==> src/verilog/crcg_pkg.sv <==
// Package with the register map, field layout and types of the CRC generator.
package crcg_pkg;

  // ----------------------------------------------------------------
  // Register offsets
  // ----------------------------------------------------------------
  localparam logic [7:0] OFS_CTRL_LOW = 8'h00;
  localparam logic [7:0] OFS_CTRL_HIGH = 8'h04;
  localparam logic [7:0] OFS_POLY_LOW = 8'h08;
  localparam logic [7:0] OFS_POLY_HIGH = 8'h0C;
  localparam logic [7:0] OFS_DATA = 8'h10;
  localparam logic [7:0] OFS_RESULT = 8'h14;
  localparam logic [7:0] OFS_IRQ_STATUS = 8'h18;
  localparam logic [7:0] OFS_IRQ_CLEAR = 8'h1C;
  localparam logic [7:0] OFS_IRQ_ENABLE = 8'h20;

  // ----------------------------------------------------------------
  // Field positions
  // ----------------------------------------------------------------
  localparam int BIT_ENABLE = 15;
  localparam int BIT_IDLE_STOP = 13;
  localparam int LSB_WORD_COUNT = 8;
  localparam int BIT_FULL = 7;
  localparam int BIT_EMPTY = 6;
  localparam int BIT_IRQ_SELECT = 5;
  localparam int BIT_START = 4;
  localparam int BIT_DIRECTION = 3;
  localparam int BIT_CALC_MODE = 2;
  localparam int LSB_DATA_WIDTH = 8;
  localparam int LSB_POLY_LENGTH = 0;
  localparam int BIT_IRQ_CRC = 0;
  localparam int BIT_IRQ_OVERFLOW = 1;

  // ----------------------------------------------------------------
  // Reset values and limits
  // ----------------------------------------------------------------
  localparam logic [15:0] RST_POLY_LOW = 16'h0000;
  localparam logic [15:0] RST_POLY_HIGH = 16'h0000;
  localparam logic [31:0] RST_RESULT = 32'h0000_0000;
  localparam logic [4:0] DEPTH_LONG_POLY = 5'h08;
  localparam logic [4:0] DEPTH_SHORT_POLY = 5'h10;
  localparam logic [4:0] PLEN_LONG_MIN = 5'h07;
  localparam int IRQ_BITS = 2;

  typedef struct packed {
    logic module_enable;
    logic idle_stop;
    logic irq_select;
    logic shift_start;
    logic shift_direction;
    logic calc_mode;
    logic [4:0] data_width_m1;
    logic [4:0] poly_length_m1;
  } crcg_ctrl_s;

  localparam crcg_ctrl_s RST_CTRL = '0;

  typedef enum logic {
    CRCG_IDLE,
    CRCG_SHIFT
  } crcg_state_e;

endpackage : crcg_pkg

==> src/verilog/crcg_top.sv <==
// Programmable CRC generator with data FIFO and APB register slave.
// Function
// - Polynomial of any degree up to 32, chosen by per-term enable bits.
// - Data word width and polynomial length are independent settings.
// - Block runs only while the module enable bit 15 is one.
// - Idle-stop bit 13 suspends activity while the processor idles.
// - Read-only five-bit FIFO word count; limit 8 or 16 by poly length.
// - FIFO full flag bit 7 and empty flag bit 6; empty reads one after reset.
// - With interrupt select set, interrupt when the FIFO becomes empty.
// - With interrupt select clear, interrupt when shifting has finished.
// - Start bit 4 runs the shifter while one and stops it while zero.
// - Hardware clears the start bit once shifting has finished.
// - Direction bit 3 one shifts LSB first, zero shifts MSB first.
// - Calculation-mode bit 2 picks alternate or legacy calculation; resets zero.
// - Data width field holds width minus one; n processes n+1 bits.
// - Polynomial length field holds length minus one; n means degree n+1.
// - Low polynomial register holds terms 15..1; bit 0 reads zero.
// - High polynomial register holds terms 31..16, read and write.
`timescale 1ns/1ps

module crcg_top #(
  parameter int FIFO_DEPTH = 16,
  parameter int DATA_W = 32
) (
  input wire logic clk,
  input wire logic reset_n,
  input wire logic psel,
  input wire logic penable,
  input wire logic pwrite,
  input wire logic [7:0] paddr,
  input wire logic [31:0] pwdata,
  output logic [31:0] prdata,
  output logic pready,
  output logic pslverr,
  input wire logic idle_mode,
  output logic irq
);

  // ----------------------------------------------------------------
  // Declarations
  // ----------------------------------------------------------------
  crcg_pkg::crcg_ctrl_s ctrl_q;
  logic [15:1] poly_low_q;
  logic [15:0] poly_high_q;
  logic [31:0] crc_q;
  logic [31:0] prdata_q;
  logic [DATA_W-1:0] fifo_mem [FIFO_DEPTH];
  logic [$clog2(FIFO_DEPTH)-1:0] wr_ptr_q;
  logic [$clog2(FIFO_DEPTH)-1:0] rd_ptr_q;
  logic [4:0] count_q;
  logic [4:0] depth_limit;
  logic fifo_full;
  logic fifo_empty;
  logic push;
  logic pop;
  crcg_pkg::crcg_state_e state_q;
  logic [DATA_W-1:0] word_q;
  logic [4:0] bit_idx_q;
  logic work_q;
  logic run;
  logic shift_done;
  logic empty_event;
  logic data_bit;
  logic [31:0] poly;
  logic [31:0] len_mask;
  logic [31:0] crc_d;
  logic [crcg_pkg::IRQ_BITS-1:0] irq_status_q;
  logic [crcg_pkg::IRQ_BITS-1:0] irq_enable_q;
  logic [crcg_pkg::IRQ_BITS-1:0] irq_set;
  logic [crcg_pkg::IRQ_BITS-1:0] irq_clr;
  logic access_wr;
  logic setup_rd;
  logic addr_hit;
  logic overflow;

  // ----------------------------------------------------------------
  // APB decode
  // ----------------------------------------------------------------
  // Zero wait states: every access completes in its first access cycle.
  assign pready = 1'b1;
  assign access_wr = psel && penable && pwrite;
  assign setup_rd = psel && !penable && !pwrite;

  always_comb
  begin
    unique case (paddr)
      crcg_pkg::OFS_CTRL_LOW, crcg_pkg::OFS_CTRL_HIGH, crcg_pkg::OFS_POLY_LOW,
      crcg_pkg::OFS_POLY_HIGH, crcg_pkg::OFS_DATA, crcg_pkg::OFS_RESULT,
      crcg_pkg::OFS_IRQ_STATUS, crcg_pkg::OFS_IRQ_CLEAR, crcg_pkg::OFS_IRQ_ENABLE: addr_hit = 1'b1;
      default: addr_hit = 1'b0;
    endcase
  end

  assign pslverr = psel && penable && !addr_hit;

  // ----------------------------------------------------------------
  // Control and polynomial registers
  // ----------------------------------------------------------------
  always_ff @(posedge clk or negedge reset_n)
  begin
    if (!reset_n)
    begin
      ctrl_q <= crcg_pkg::RST_CTRL;
    end
    else if (access_wr && paddr == crcg_pkg::OFS_CTRL_LOW)
    begin
      ctrl_q.module_enable <= pwdata[crcg_pkg::BIT_ENABLE];
      ctrl_q.idle_stop <= pwdata[crcg_pkg::BIT_IDLE_STOP];
      ctrl_q.irq_select <= pwdata[crcg_pkg::BIT_IRQ_SELECT];
      // A software write of one beats a completion in the same cycle, and a zero stops the shifter.
      ctrl_q.shift_start <= pwdata[crcg_pkg::BIT_START];
      ctrl_q.shift_direction <= pwdata[crcg_pkg::BIT_DIRECTION];
      ctrl_q.calc_mode <= pwdata[crcg_pkg::BIT_CALC_MODE];
    end
    else if (access_wr && paddr == crcg_pkg::OFS_CTRL_HIGH)
    begin
      ctrl_q.data_width_m1 <= pwdata[crcg_pkg::LSB_DATA_WIDTH +: 5];
      ctrl_q.poly_length_m1 <= pwdata[crcg_pkg::LSB_POLY_LENGTH +: 5];
      if (shift_done)
      begin
        ctrl_q.shift_start <= 1'b0;
      end
    end
    else if (shift_done)
    begin
      ctrl_q.shift_start <= 1'b0;
    end
  end

  always_ff @(posedge clk or negedge reset_n)
  begin
    if (!reset_n)
    begin
      poly_low_q <= crcg_pkg::RST_POLY_LOW[15:1];
      poly_high_q <= crcg_pkg::RST_POLY_HIGH;
    end
    else if (access_wr && paddr == crcg_pkg::OFS_POLY_LOW)
    begin
      poly_low_q <= pwdata[15:1];
    end
    else if (access_wr && paddr == crcg_pkg::OFS_POLY_HIGH)
    begin
      poly_high_q <= pwdata[15:0];
    end
  end

  // ----------------------------------------------------------------
  // Data FIFO
  // ----------------------------------------------------------------
  // Longer polynomials halve the usable depth.
  assign depth_limit = (ctrl_q.poly_length_m1 >= crcg_pkg::PLEN_LONG_MIN) ?
    crcg_pkg::DEPTH_LONG_POLY : crcg_pkg::DEPTH_SHORT_POLY;
  assign fifo_full = count_q >= depth_limit;
  assign fifo_empty = count_q == 5'h00;
  assign push = access_wr && paddr == crcg_pkg::OFS_DATA && ctrl_q.module_enable && !fifo_full;
  assign overflow = access_wr && paddr == crcg_pkg::OFS_DATA && ctrl_q.module_enable && fifo_full;
  assign pop = run && state_q == crcg_pkg::CRCG_IDLE && !fifo_empty;
  assign empty_event = pop && !push && count_q == 5'h01;

  always_ff @(posedge clk)
  begin
    if (push)
    begin
      fifo_mem[wr_ptr_q] <= pwdata[DATA_W-1:0];
    end
  end

  always_ff @(posedge clk or negedge reset_n)
  begin
    if (!reset_n)
    begin
      wr_ptr_q <= '0;
      rd_ptr_q <= '0;
      count_q <= 5'h00;
    end
    else if (!ctrl_q.module_enable)
    begin
      // Disabling the block discards any words still queued.
      wr_ptr_q <= '0;
      rd_ptr_q <= '0;
      count_q <= 5'h00;
    end
    else
    begin
      if (push)
      begin
        wr_ptr_q <= wr_ptr_q + 1'b1;
      end
      if (pop)
      begin
        rd_ptr_q <= rd_ptr_q + 1'b1;
      end
      if (push && !pop)
      begin
        count_q <= count_q + 5'h01;
      end
      else if (pop && !push)
      begin
        count_q <= count_q - 5'h01;
      end
    end
  end

  // ----------------------------------------------------------------
  // Serial shifter
  // ----------------------------------------------------------------
  assign run = ctrl_q.module_enable && ctrl_q.shift_start && !(ctrl_q.idle_stop && idle_mode);
  assign shift_done = run && work_q && state_q == crcg_pkg::CRCG_IDLE && fifo_empty;

  always_comb
  begin
    if (ctrl_q.shift_direction)
    begin
      data_bit = word_q[bit_idx_q];
    end
    else
    begin
      data_bit = word_q[5'(ctrl_q.data_width_m1 - bit_idx_q)];
    end
  end

  // The x^0 term is always present, so bit 0 of the polynomial is fixed.
  assign poly = {poly_high_q, poly_low_q, 1'b1};
  assign len_mask = {32{1'b1}} >> (5'd31 - ctrl_q.poly_length_m1);

  always_comb
  begin
    logic fb;
    fb = crc_q[ctrl_q.poly_length_m1];
    if (ctrl_q.calc_mode)
    begin
      // Alternate: data enters at the bottom, as an augmented message.
      crc_d = ({crc_q[30:0], data_bit} ^ (fb ? poly : 32'h0000_0000)) & len_mask;
    end
    else
    begin
      // Legacy: data is folded into the feedback at the top.
      crc_d = ({crc_q[30:0], 1'b0} ^ ((fb ^ data_bit) ? poly : 32'h0000_0000)) & len_mask;
    end
  end

  always_ff @(posedge clk or negedge reset_n)
  begin
    if (!reset_n)
    begin
      state_q <= crcg_pkg::CRCG_IDLE;
      word_q <= '0;
      bit_idx_q <= 5'h00;
      work_q <= 1'b0;
    end
    else if (!ctrl_q.module_enable)
    begin
      state_q <= crcg_pkg::CRCG_IDLE;
      bit_idx_q <= 5'h00;
      work_q <= 1'b0;
    end
    else if (run)
    begin
      unique case (state_q)
        crcg_pkg::CRCG_IDLE:
        begin
          if (pop)
          begin
            word_q <= fifo_mem[rd_ptr_q];
            bit_idx_q <= 5'h00;
            work_q <= 1'b1;
            state_q <= crcg_pkg::CRCG_SHIFT;
          end
          else if (shift_done)
          begin
            work_q <= 1'b0;
          end
        end
        crcg_pkg::CRCG_SHIFT:
        begin
          bit_idx_q <= bit_idx_q + 5'h01;
          if (bit_idx_q == ctrl_q.data_width_m1)
          begin
            state_q <= crcg_pkg::CRCG_IDLE;
          end
        end
      endcase
    end
  end

  // Software may write the result register to load a seed value.
  always_ff @(posedge clk or negedge reset_n)
  begin
    if (!reset_n)
    begin
      crc_q <= crcg_pkg::RST_RESULT;
    end
    else if (access_wr && paddr == crcg_pkg::OFS_RESULT)
    begin
      crc_q <= pwdata;
    end
    else if (ctrl_q.module_enable && run && state_q == crcg_pkg::CRCG_SHIFT)
    begin
      crc_q <= crc_d;
    end
  end

  // ----------------------------------------------------------------
  // Interrupts
  // ----------------------------------------------------------------
  assign irq_set[crcg_pkg::BIT_IRQ_CRC] = ctrl_q.irq_select ? empty_event : shift_done;
  assign irq_set[crcg_pkg::BIT_IRQ_OVERFLOW] = overflow;
  assign irq_clr = (access_wr && paddr == crcg_pkg::OFS_IRQ_CLEAR) ?
    pwdata[crcg_pkg::IRQ_BITS-1:0] : '0;

  // A set in the same cycle as its clear is kept.
  always_ff @(posedge clk or negedge reset_n)
  begin
    if (!reset_n)
    begin
      irq_status_q <= '0;
    end
    else
    begin
      irq_status_q <= (irq_status_q & ~irq_clr) | irq_set;
    end
  end

  always_ff @(posedge clk or negedge reset_n)
  begin
    if (!reset_n)
    begin
      irq_enable_q <= '0;
    end
    else if (access_wr && paddr == crcg_pkg::OFS_IRQ_ENABLE)
    begin
      irq_enable_q <= pwdata[crcg_pkg::IRQ_BITS-1:0];
    end
  end

  always_ff @(posedge clk or negedge reset_n)
  begin
    if (!reset_n)
    begin
      irq <= 1'b0;
    end
    else
    begin
      irq <= |((irq_status_q & ~irq_clr | irq_set) & irq_enable_q);
    end
  end

  // ----------------------------------------------------------------
  // Read data
  // ----------------------------------------------------------------
  // Read data is captured in the setup cycle and held through the access.
  always_ff @(posedge clk or negedge reset_n)
  begin
    if (!reset_n)
    begin
      prdata_q <= 32'h0000_0000;
    end
    else if (setup_rd)
    begin
      prdata_q <= 32'h0000_0000;
      unique case (paddr)
        crcg_pkg::OFS_CTRL_LOW:
        begin
          prdata_q[crcg_pkg::BIT_ENABLE] <= ctrl_q.module_enable;
          prdata_q[crcg_pkg::BIT_IDLE_STOP] <= ctrl_q.idle_stop;
          prdata_q[crcg_pkg::LSB_WORD_COUNT +: 5] <= count_q;
          prdata_q[crcg_pkg::BIT_FULL] <= fifo_full;
          prdata_q[crcg_pkg::BIT_EMPTY] <= fifo_empty;
          prdata_q[crcg_pkg::BIT_IRQ_SELECT] <= ctrl_q.irq_select;
          prdata_q[crcg_pkg::BIT_START] <= ctrl_q.shift_start;
          prdata_q[crcg_pkg::BIT_DIRECTION] <= ctrl_q.shift_direction;
          prdata_q[crcg_pkg::BIT_CALC_MODE] <= ctrl_q.calc_mode;
        end
        crcg_pkg::OFS_CTRL_HIGH:
        begin
          prdata_q[crcg_pkg::LSB_DATA_WIDTH +: 5] <= ctrl_q.data_width_m1;
          prdata_q[crcg_pkg::LSB_POLY_LENGTH +: 5] <= ctrl_q.poly_length_m1;
        end
        crcg_pkg::OFS_POLY_LOW: prdata_q[15:0] <= {poly_low_q, 1'b0};
        crcg_pkg::OFS_POLY_HIGH: prdata_q[15:0] <= poly_high_q;
        crcg_pkg::OFS_RESULT: prdata_q <= crc_q & len_mask;
        crcg_pkg::OFS_IRQ_STATUS: prdata_q[crcg_pkg::IRQ_BITS-1:0] <= irq_status_q;
        crcg_pkg::OFS_IRQ_ENABLE: prdata_q[crcg_pkg::IRQ_BITS-1:0] <= irq_enable_q;
        default: prdata_q <= 32'h0000_0000;
      endcase
    end
  end

  assign prdata = prdata_q;

endmodule : crcg_top
==> config.mk <==
export PLATFORM = sky130hd
export DESIGN_NAME = crcg_top
export DESIGN_NICKNAME = d
export VERILOG_FILES = /design/src/verilog/crcg_pkg.sv /design/src/verilog/crcg_top.sv
export SDC_FILE = /design/constraint.sdc
export NUM_CORES = 1
export LEC_CHECK = 0
export ABC_AREA = 1
export BUFFER_PORTS_ARGS = -buffer_cell sky130_fd_sc_hd__buf_2
export CORE_MARGIN = 2
export CORE_UTILIZATION = 50
export DETAILED_ROUTE_END_ITERATION = 10
export GPL_TIMING_DRIVEN = 0
export MAX_ROUTING_LAYER = met4
export PLACE_DENSITY = 0.7
export SYNTH_ARGS = -nofsm -noshare
export SYNTH_HDL_FRONTEND = slang
export SYNTH_SLANG_ARGS = --single-unit
==> constraint.sdc <==
create_clock -name clk -period 3.4 [get_ports clk]
set_input_delay 0.34 -clock clk [delete_from_list [all_inputs] [get_ports clk]]
set_output_delay 0.34 -clock clk [all_outputs]
set_load 0.01 [all_outputs]
# Word-level counts from Yosys, hierarchy flattened
# Memories as Yosys holds them, arrays and structs flattened. A register that Yosys moved wholly into a read port is not among the register bits.
# Cells that the tools add are included.
# totals
mem_bits_ro	0
latchBits	0
mem_count	1
output_inout_bits	35
mem_bits_rw	512
reg_bits	136
# op_classes
n_mux	48
multipliers	0
eq_ne	17
order_cmp	5
n_div	0
reduce_logical	49
add_sub_neg	7
shift	1
bitwise	13
# memory_table
name	depth	width	rd	rd_ports_with_merged_regs	wr	line	source
fifo_mem	16	32	1	1	1	crcg_top.sv:47	logic [DATA_W-1:0] fifo_mem [FIFO_DEPTH];
# ops
op	n
$mux W32	5
$and A32 B32 Y32	3
$xor A32 B32 Y32	2
$mux W5	7
$eq A8 B5 Y1 const B	4
$shr A32 B5 Y32 const A	1
$logic_and A1 B1 Y1	29
$pmux W5 S5	1
$lt A5 B6 Y1 const B	3
$mux W1	18
$eq A8 B4 Y1 const B	2
$mux W16	1
$mux W4	4
$bmux W1 S5	3
$pmux W3 S5	1
$pmux W2 S6	1
$pmux W3 S4	1
$add A5 B1 Y5 const B	2
$pmux W5 S2	1
$logic_not A1 Y1	9
$reduce_or A9 Y1	1
$add A4 B1 Y4 const B	2
$eq A8 B3 Y1 const B	1
$eq A8 B6 Y1 const B	1
other kinds (27)	37

# Logic depth before layout (Yosys ltp)
# depth
word_depth	12
ltp_mapped	21

# Worst setup path before layout
# Ideal clock, no wire load.
# synth_path
path_type	reg-to-reg
from	register ctrl_q[1] (netlist name)
to	memory fifo_mem[11][0], enable pin
n_path_buf	1
period_less_slack_ns	3.708
slack_ns	-0.308
t_required_ns	2.979
t_arrival_ns	3.286
stages_incl_launch_ff	16
setup_ns	0.421
path_cell_list	dfrtp_1 buf_2 nand2_1 nor2_1 inv_1 nand2_1 ha_1 inv_1 nor2_1 nor2_1 o21ai_0 inv_1 nand4_1 inv_1 nand2_1 nor2_1
# synth_via
elab_chain_len	7
# synth_rtl
element	line	source
start: declaration	crcg_top.sv:42	crcg_pkg::crcg_ctrl_s ctrl_q;
start signal: assignment	crcg_top.sv:103	ctrl_q <= crcg_pkg::RST_CTRL;
$ge A5 B3 Y1	crcg_top.sv:151	assign depth_limit = (ctrl_q.poly_length_m1 >= crcg_pkg::PLEN_LONG_MIN) ?
$mux W5	crcg_top.sv:151	
$ge A5 B5 Y1	crcg_top.sv:153	assign fifo_full = count_q >= depth_limit;
$logic_not A1 Y1	crcg_top.sv:155	assign push = access_wr && paddr == crcg_pkg::OFS_DATA && ctrl_q.module_enable && !fifo_full;
$logic_and A1 B1 Y1	crcg_top.sv:155	
$mux W1	crcg_top.sv:162	if (push)
$mux W1 (implied by the code)	crcg_top.sv:164	fifo_mem[wr_ptr_q] <= pwdata[DATA_W-1:0];
end: declaration	crcg_top.sv:47	
# No other way between the ends.

# Worst setup path in the final report
# layout_path
from	register ctrl_q[1] (netlist name)
to	memory fifo_mem[12][27], enable pin
# Same word-level chain as after synthesis.

==> summary.txt <==
Route
  – Vias post-DR: 23800
  – DR vias/cell: 6.39
  – WL per Instance: 28.3 um
  – Number of routed nets with antenna violations: 0
  – DRC viols: 0
  – Drt first pass iters: 6
  – First DRT Iteration DRCs: 3623
  – WL final: 105000 um

Critical path
  – Worst path arrival time: 3.63 ns
  – Critical path required time: 3.71 ns
  – CP startpoint: ctrl_q[1]$_DFFE_PN0P_
  – FF-to-FF path depth: 16
  – CP startpoint kind: register
  – Peak fanout along the critical path: 25
  – R2R Path Start: ctrl_q[1]$_DFFE_PN0P_
  – Crit Path Class: reg -> reg
  – Register-to-register setup slack: 0.08 ns
  – Crit path to: fifo_mem[12][27]$_DFFE_PP_
  – Critical R2R Capture: fifo_mem[12][27]$_DFFE_PP_
  – CP Capture Type: register

Run status
  – Status: completed

Logic synthesis
  – Synth warn: 0
  – Post-synthesis mux area share: 0%
  – Syn Inst Count: 2694
  – Post-synthesis area per instance: 11.0 sq um
  – Fraction of the mapped netlist area in compound gates: 13.9%
  – Adder-Cell Fraction of Synth Area: 0.745%
  – Simple-gate share of the synthesized area: 14.0%
  – Syn Nets: 2757
  – Post-synthesis cell type count: 54
  – Synthesized area: 29600 sq um
  – Combinational family with the most area after synthesis: simple AND/OR/NAND/NOR gates
  – Main synth FF type: edfxtp_1
  – Ys async rst share: 24.7%
  – Xor/xnor share of the synthesized area: 0.203%
  – Post-synthesis sequential area ratio: 66.2%
  – #FFs+latches synth: 680
  – EDFF count, synth: 512

Job
  – Maxcap violations: 0

STA
  – Fin crit share: 97.6%
  – Hold_ws: 0.0888 ns
  – Max_slew headroom: 31.2%
  – Max-slew violations: 0
  – Final Hold Viols: 0
  – Layout Skew: 0.0368 ns
  – Fmax: 301 MHz
  – Final min period: 3.32 ns
  – Worst-margin pin slew: 1.02 ns
  – Final-report setup violation count: 0

Cells and area
  – Post-Route Utilization: 58.3%
  – Footprint of the multi-input gates: 8700 sq um
  – Reg area: 19600 sq um
  – Commonest non-fill, non-tap cell in the layout: edfxtp_1
  – Layout Nets: 2960
  – Commonest non-fill, non-tap cells in the layout: edfxtp_1 (512), o21ai_0 (398), nor2_1 (391)
  – Filler cells: 4860
  – Area grow syn2layout: 15.9%
  – Share of cells above drive strength 1: 11.7%
  – Final Cell Area: 34300 sq um

Placement
  – Placed Area: 31400 sq um
  – Port Buf Inserts: 79
  – Placer Congestion: 0.965
  – Hpwl dp: 73100 um

GRT
  – Largest net degree at the start of global routing: 92
  – Vias in the first global route: 22500
  – Remaining global-route overflow: 0
  – Global-route wire length before repair: 151000 um
  – Antenna violations before repair: 1
  – Total GRT Usage: 35.4%

Die
  – Die X-Extent: 247 um
  – CORE AREA: 58800 sq um
  – Ports: 81
  – Effective utilization at floorplan: 50.3%
  – Die area: 61100 sq um
  – Die height: 247 um
  – Row count: 89

Min path
  – Worst hold path class: in -> reg
  – Hold Path Cell Cnt: 1

CTS
  – CTS root buffer: clkbuf_16
  – Sink Count: 680
  – Max clock buf depth: 3
  – Htree depth: 3
  – Clock latency on the worst-skew pair: 0.64 ns
  – CTS tree: done
  – CTS buffer count: 72
  – Clock transition at path regs: 0.07 ns

Pwr
  – Internal Power: 0.0137 W
  – Sw Share: 21.9%
  – Clock Power Share: 45.2%
  – Pwr dens: 510 nW/um^2
  – Comb power frac: 3.3%
  – Leakage power: 12.6 nW
  – Maximum vdd drop: 639 uV
  – Psw: 0.00382 W
  – Power share of the sequential group: 51.5%
  – Post-route total power: 0.0175 W
how the worst min path moves through the flow:
stage | startpoint | slack, ns | end
floorplan | reset_n | 0.04 | bit_idx_q[0]$_DFFE_PN0P_
global placement | prdata[6]$_DFFE_PN0P_ | 0.47 | prdata[6]$_DFFE_PN0P_
detailed placement | reset_n | 0.38 | irq$_DFF_PN0_
CTS | pwdata[4] | 0.07 | fifo_mem[0][4]$_DFFE_PP_
global route | pwdata[6] | 0.1 | fifo_mem[8][6]$_DFFE_PP_
finish | pwdata[4] | 0.09 | fifo_mem[5][4]$_DFFE_PP_
critical path, stage by stage (launching register included):
cell and delay, ns:
dfrtp_2 0.45, buf_6 0.18, nand2_2 0.15, nor2_1 0.07, inv_2 0.13, nand2_2 0.13, ha_1 0.29, inv_1 0.07
nor2_1 0.04, nor2_1 0.07, o21ai_1 0.15, inv_1 0.11, nand4_1 0.20, inv_2 0.21, nand2_2 0.18, nor2_4 0.25
buf_12 0.23
cells in the mapped netlist, types with 2 or more instances:
cell / n / area, sq um
nor4_1: 3 / 18.8
edfxtp_1: 512 / 15400
o221ai_1: 88 / 771
a221oi_1: 4 / 35.0
xor2_1: 2 / 17.5
o31ai_1: 10 / 75.1
buf_2: 15 / 75.1
buf_4: 6 / 45.0
a22oi_1: 12 / 90.1
nand3_2: 32 / 320
a2111oi_0: 2 / 17.5
nor2_1: 408 / 1530
o21ai_0: 399 / 2000
nand4_1: 39 / 244
a211oi_1: 2 / 15.0
buf_1: 17 / 63.8
buf_12: 3 / 60.1
a2bb2oi_1: 3 / 26.3
a31oi_1: 33 / 206
o211ai_1: 8 / 60.1
nand2_2: 6 / 37.5
inv_1: 166 / 623
nor2_2: 2 / 12.5
xnor2_1: 3 / 26.3
a32oi_1: 2 / 17.5
nor3_1: 17 / 85.1
inv_2: 6 / 22.5
o21ai_1: 10 / 50.1
o22ai_1: 58 / 363
nand3_1: 144 / 721
a21oi_1: 47 / 235
a22o_1: 3 / 26.3
clkbuf_1: 119 / 447
nand2_1: 294 / 1100
dfrtp_1: 168 / 4200
buf_6: 10 / 113
o41ai_1: 3 / 26.3
ha_1: 16 / 200
a32o_1: 3 / 30.0
o2111ai_1: 5 / 43.8
sequential cells by signal, indices dropped and copies added, names as in the netlist:
register	flops
irq	1
poly_high_q	16
state_q	1
irq_enable_q	2
poly_low_q	15
fifo_mem	512
rd_ptr_q	4
irq_status_q	2
word_q	32
prdata	32
bit_idx_q	5
count_q	5
work_q	1
wr_ptr_q	4
ctrl_q	16
crc_q	32
power by group through the flow:
stage | Clock, W | Combinational (W) | Sequential [W]
2_1_floorplan | 0 | 0.000221 | 0.00916
3_3_place_gp | 0 | 0.000515 | 0.00917
3_5_place_dp | 0 | 0.000529 | 0.00917
4_1_cts | 0.00791 | 0.000533 | 0.00900
5_1_grt | 0.00828 | 0.000607 | 0.00900
6_report | 0.00790 | 0.000577 | 0.00900
what timing repair did:
action | CTS | global route
endpoints found under the hold margin | 77 | 0
setup endpoints to repair | 519 | 512
hold buffers | 1 | 0
setup buffers | 25 | 4
pin swaps | 16 | 1
resized for setup | 13 | 8
cloned | 1 | 2
layout make-up:
cell class | instances | share of cell area (%)
sequential | 680 | 57.1
multi-input combinational | 1670 | 25.4
clock buffer | 91 | 5.68
timing repair buffer | 128 | 3.50
tap | 773 | 2.82
buffer | 171 | 2.41
inverter | 174 | 1.92
clock inverter | 38 | 1.16
antenna | 1 | 0.00730
metrics by stage:
stage	setup TNS (ns)	cells	setup slack [ns]
after detailed placement	-452.22	3563	-1.14
after global routing	-0.00989	3725	-0.00989
after global placement	-1551.60	3546	-3.02
after CTS	0	3719	0.00313
final	0	3726	0.0832
after floorplan	-123.78	2694	-0.308
kinds of logic after synthesis:
family | after synthesis
buffers and inverters | 345
AO/OA/AOI/OAI | 695
adder cells (fa/ha/maj) | 17
XOR/XNOR | 6
other | 1
flip-flops | 680
AND/OR/NAND/NOR | 950
layer usage:
layer  up-vias  share of wire, %  track usage (%)
met4         0               3.3             12.2
met2      1642                44             51.1
met5         -                 0                -
li1      10100                 -                -
met3       230                12             7.73
met1     11800                40             49.9
(Power assumes the default switching activity.)
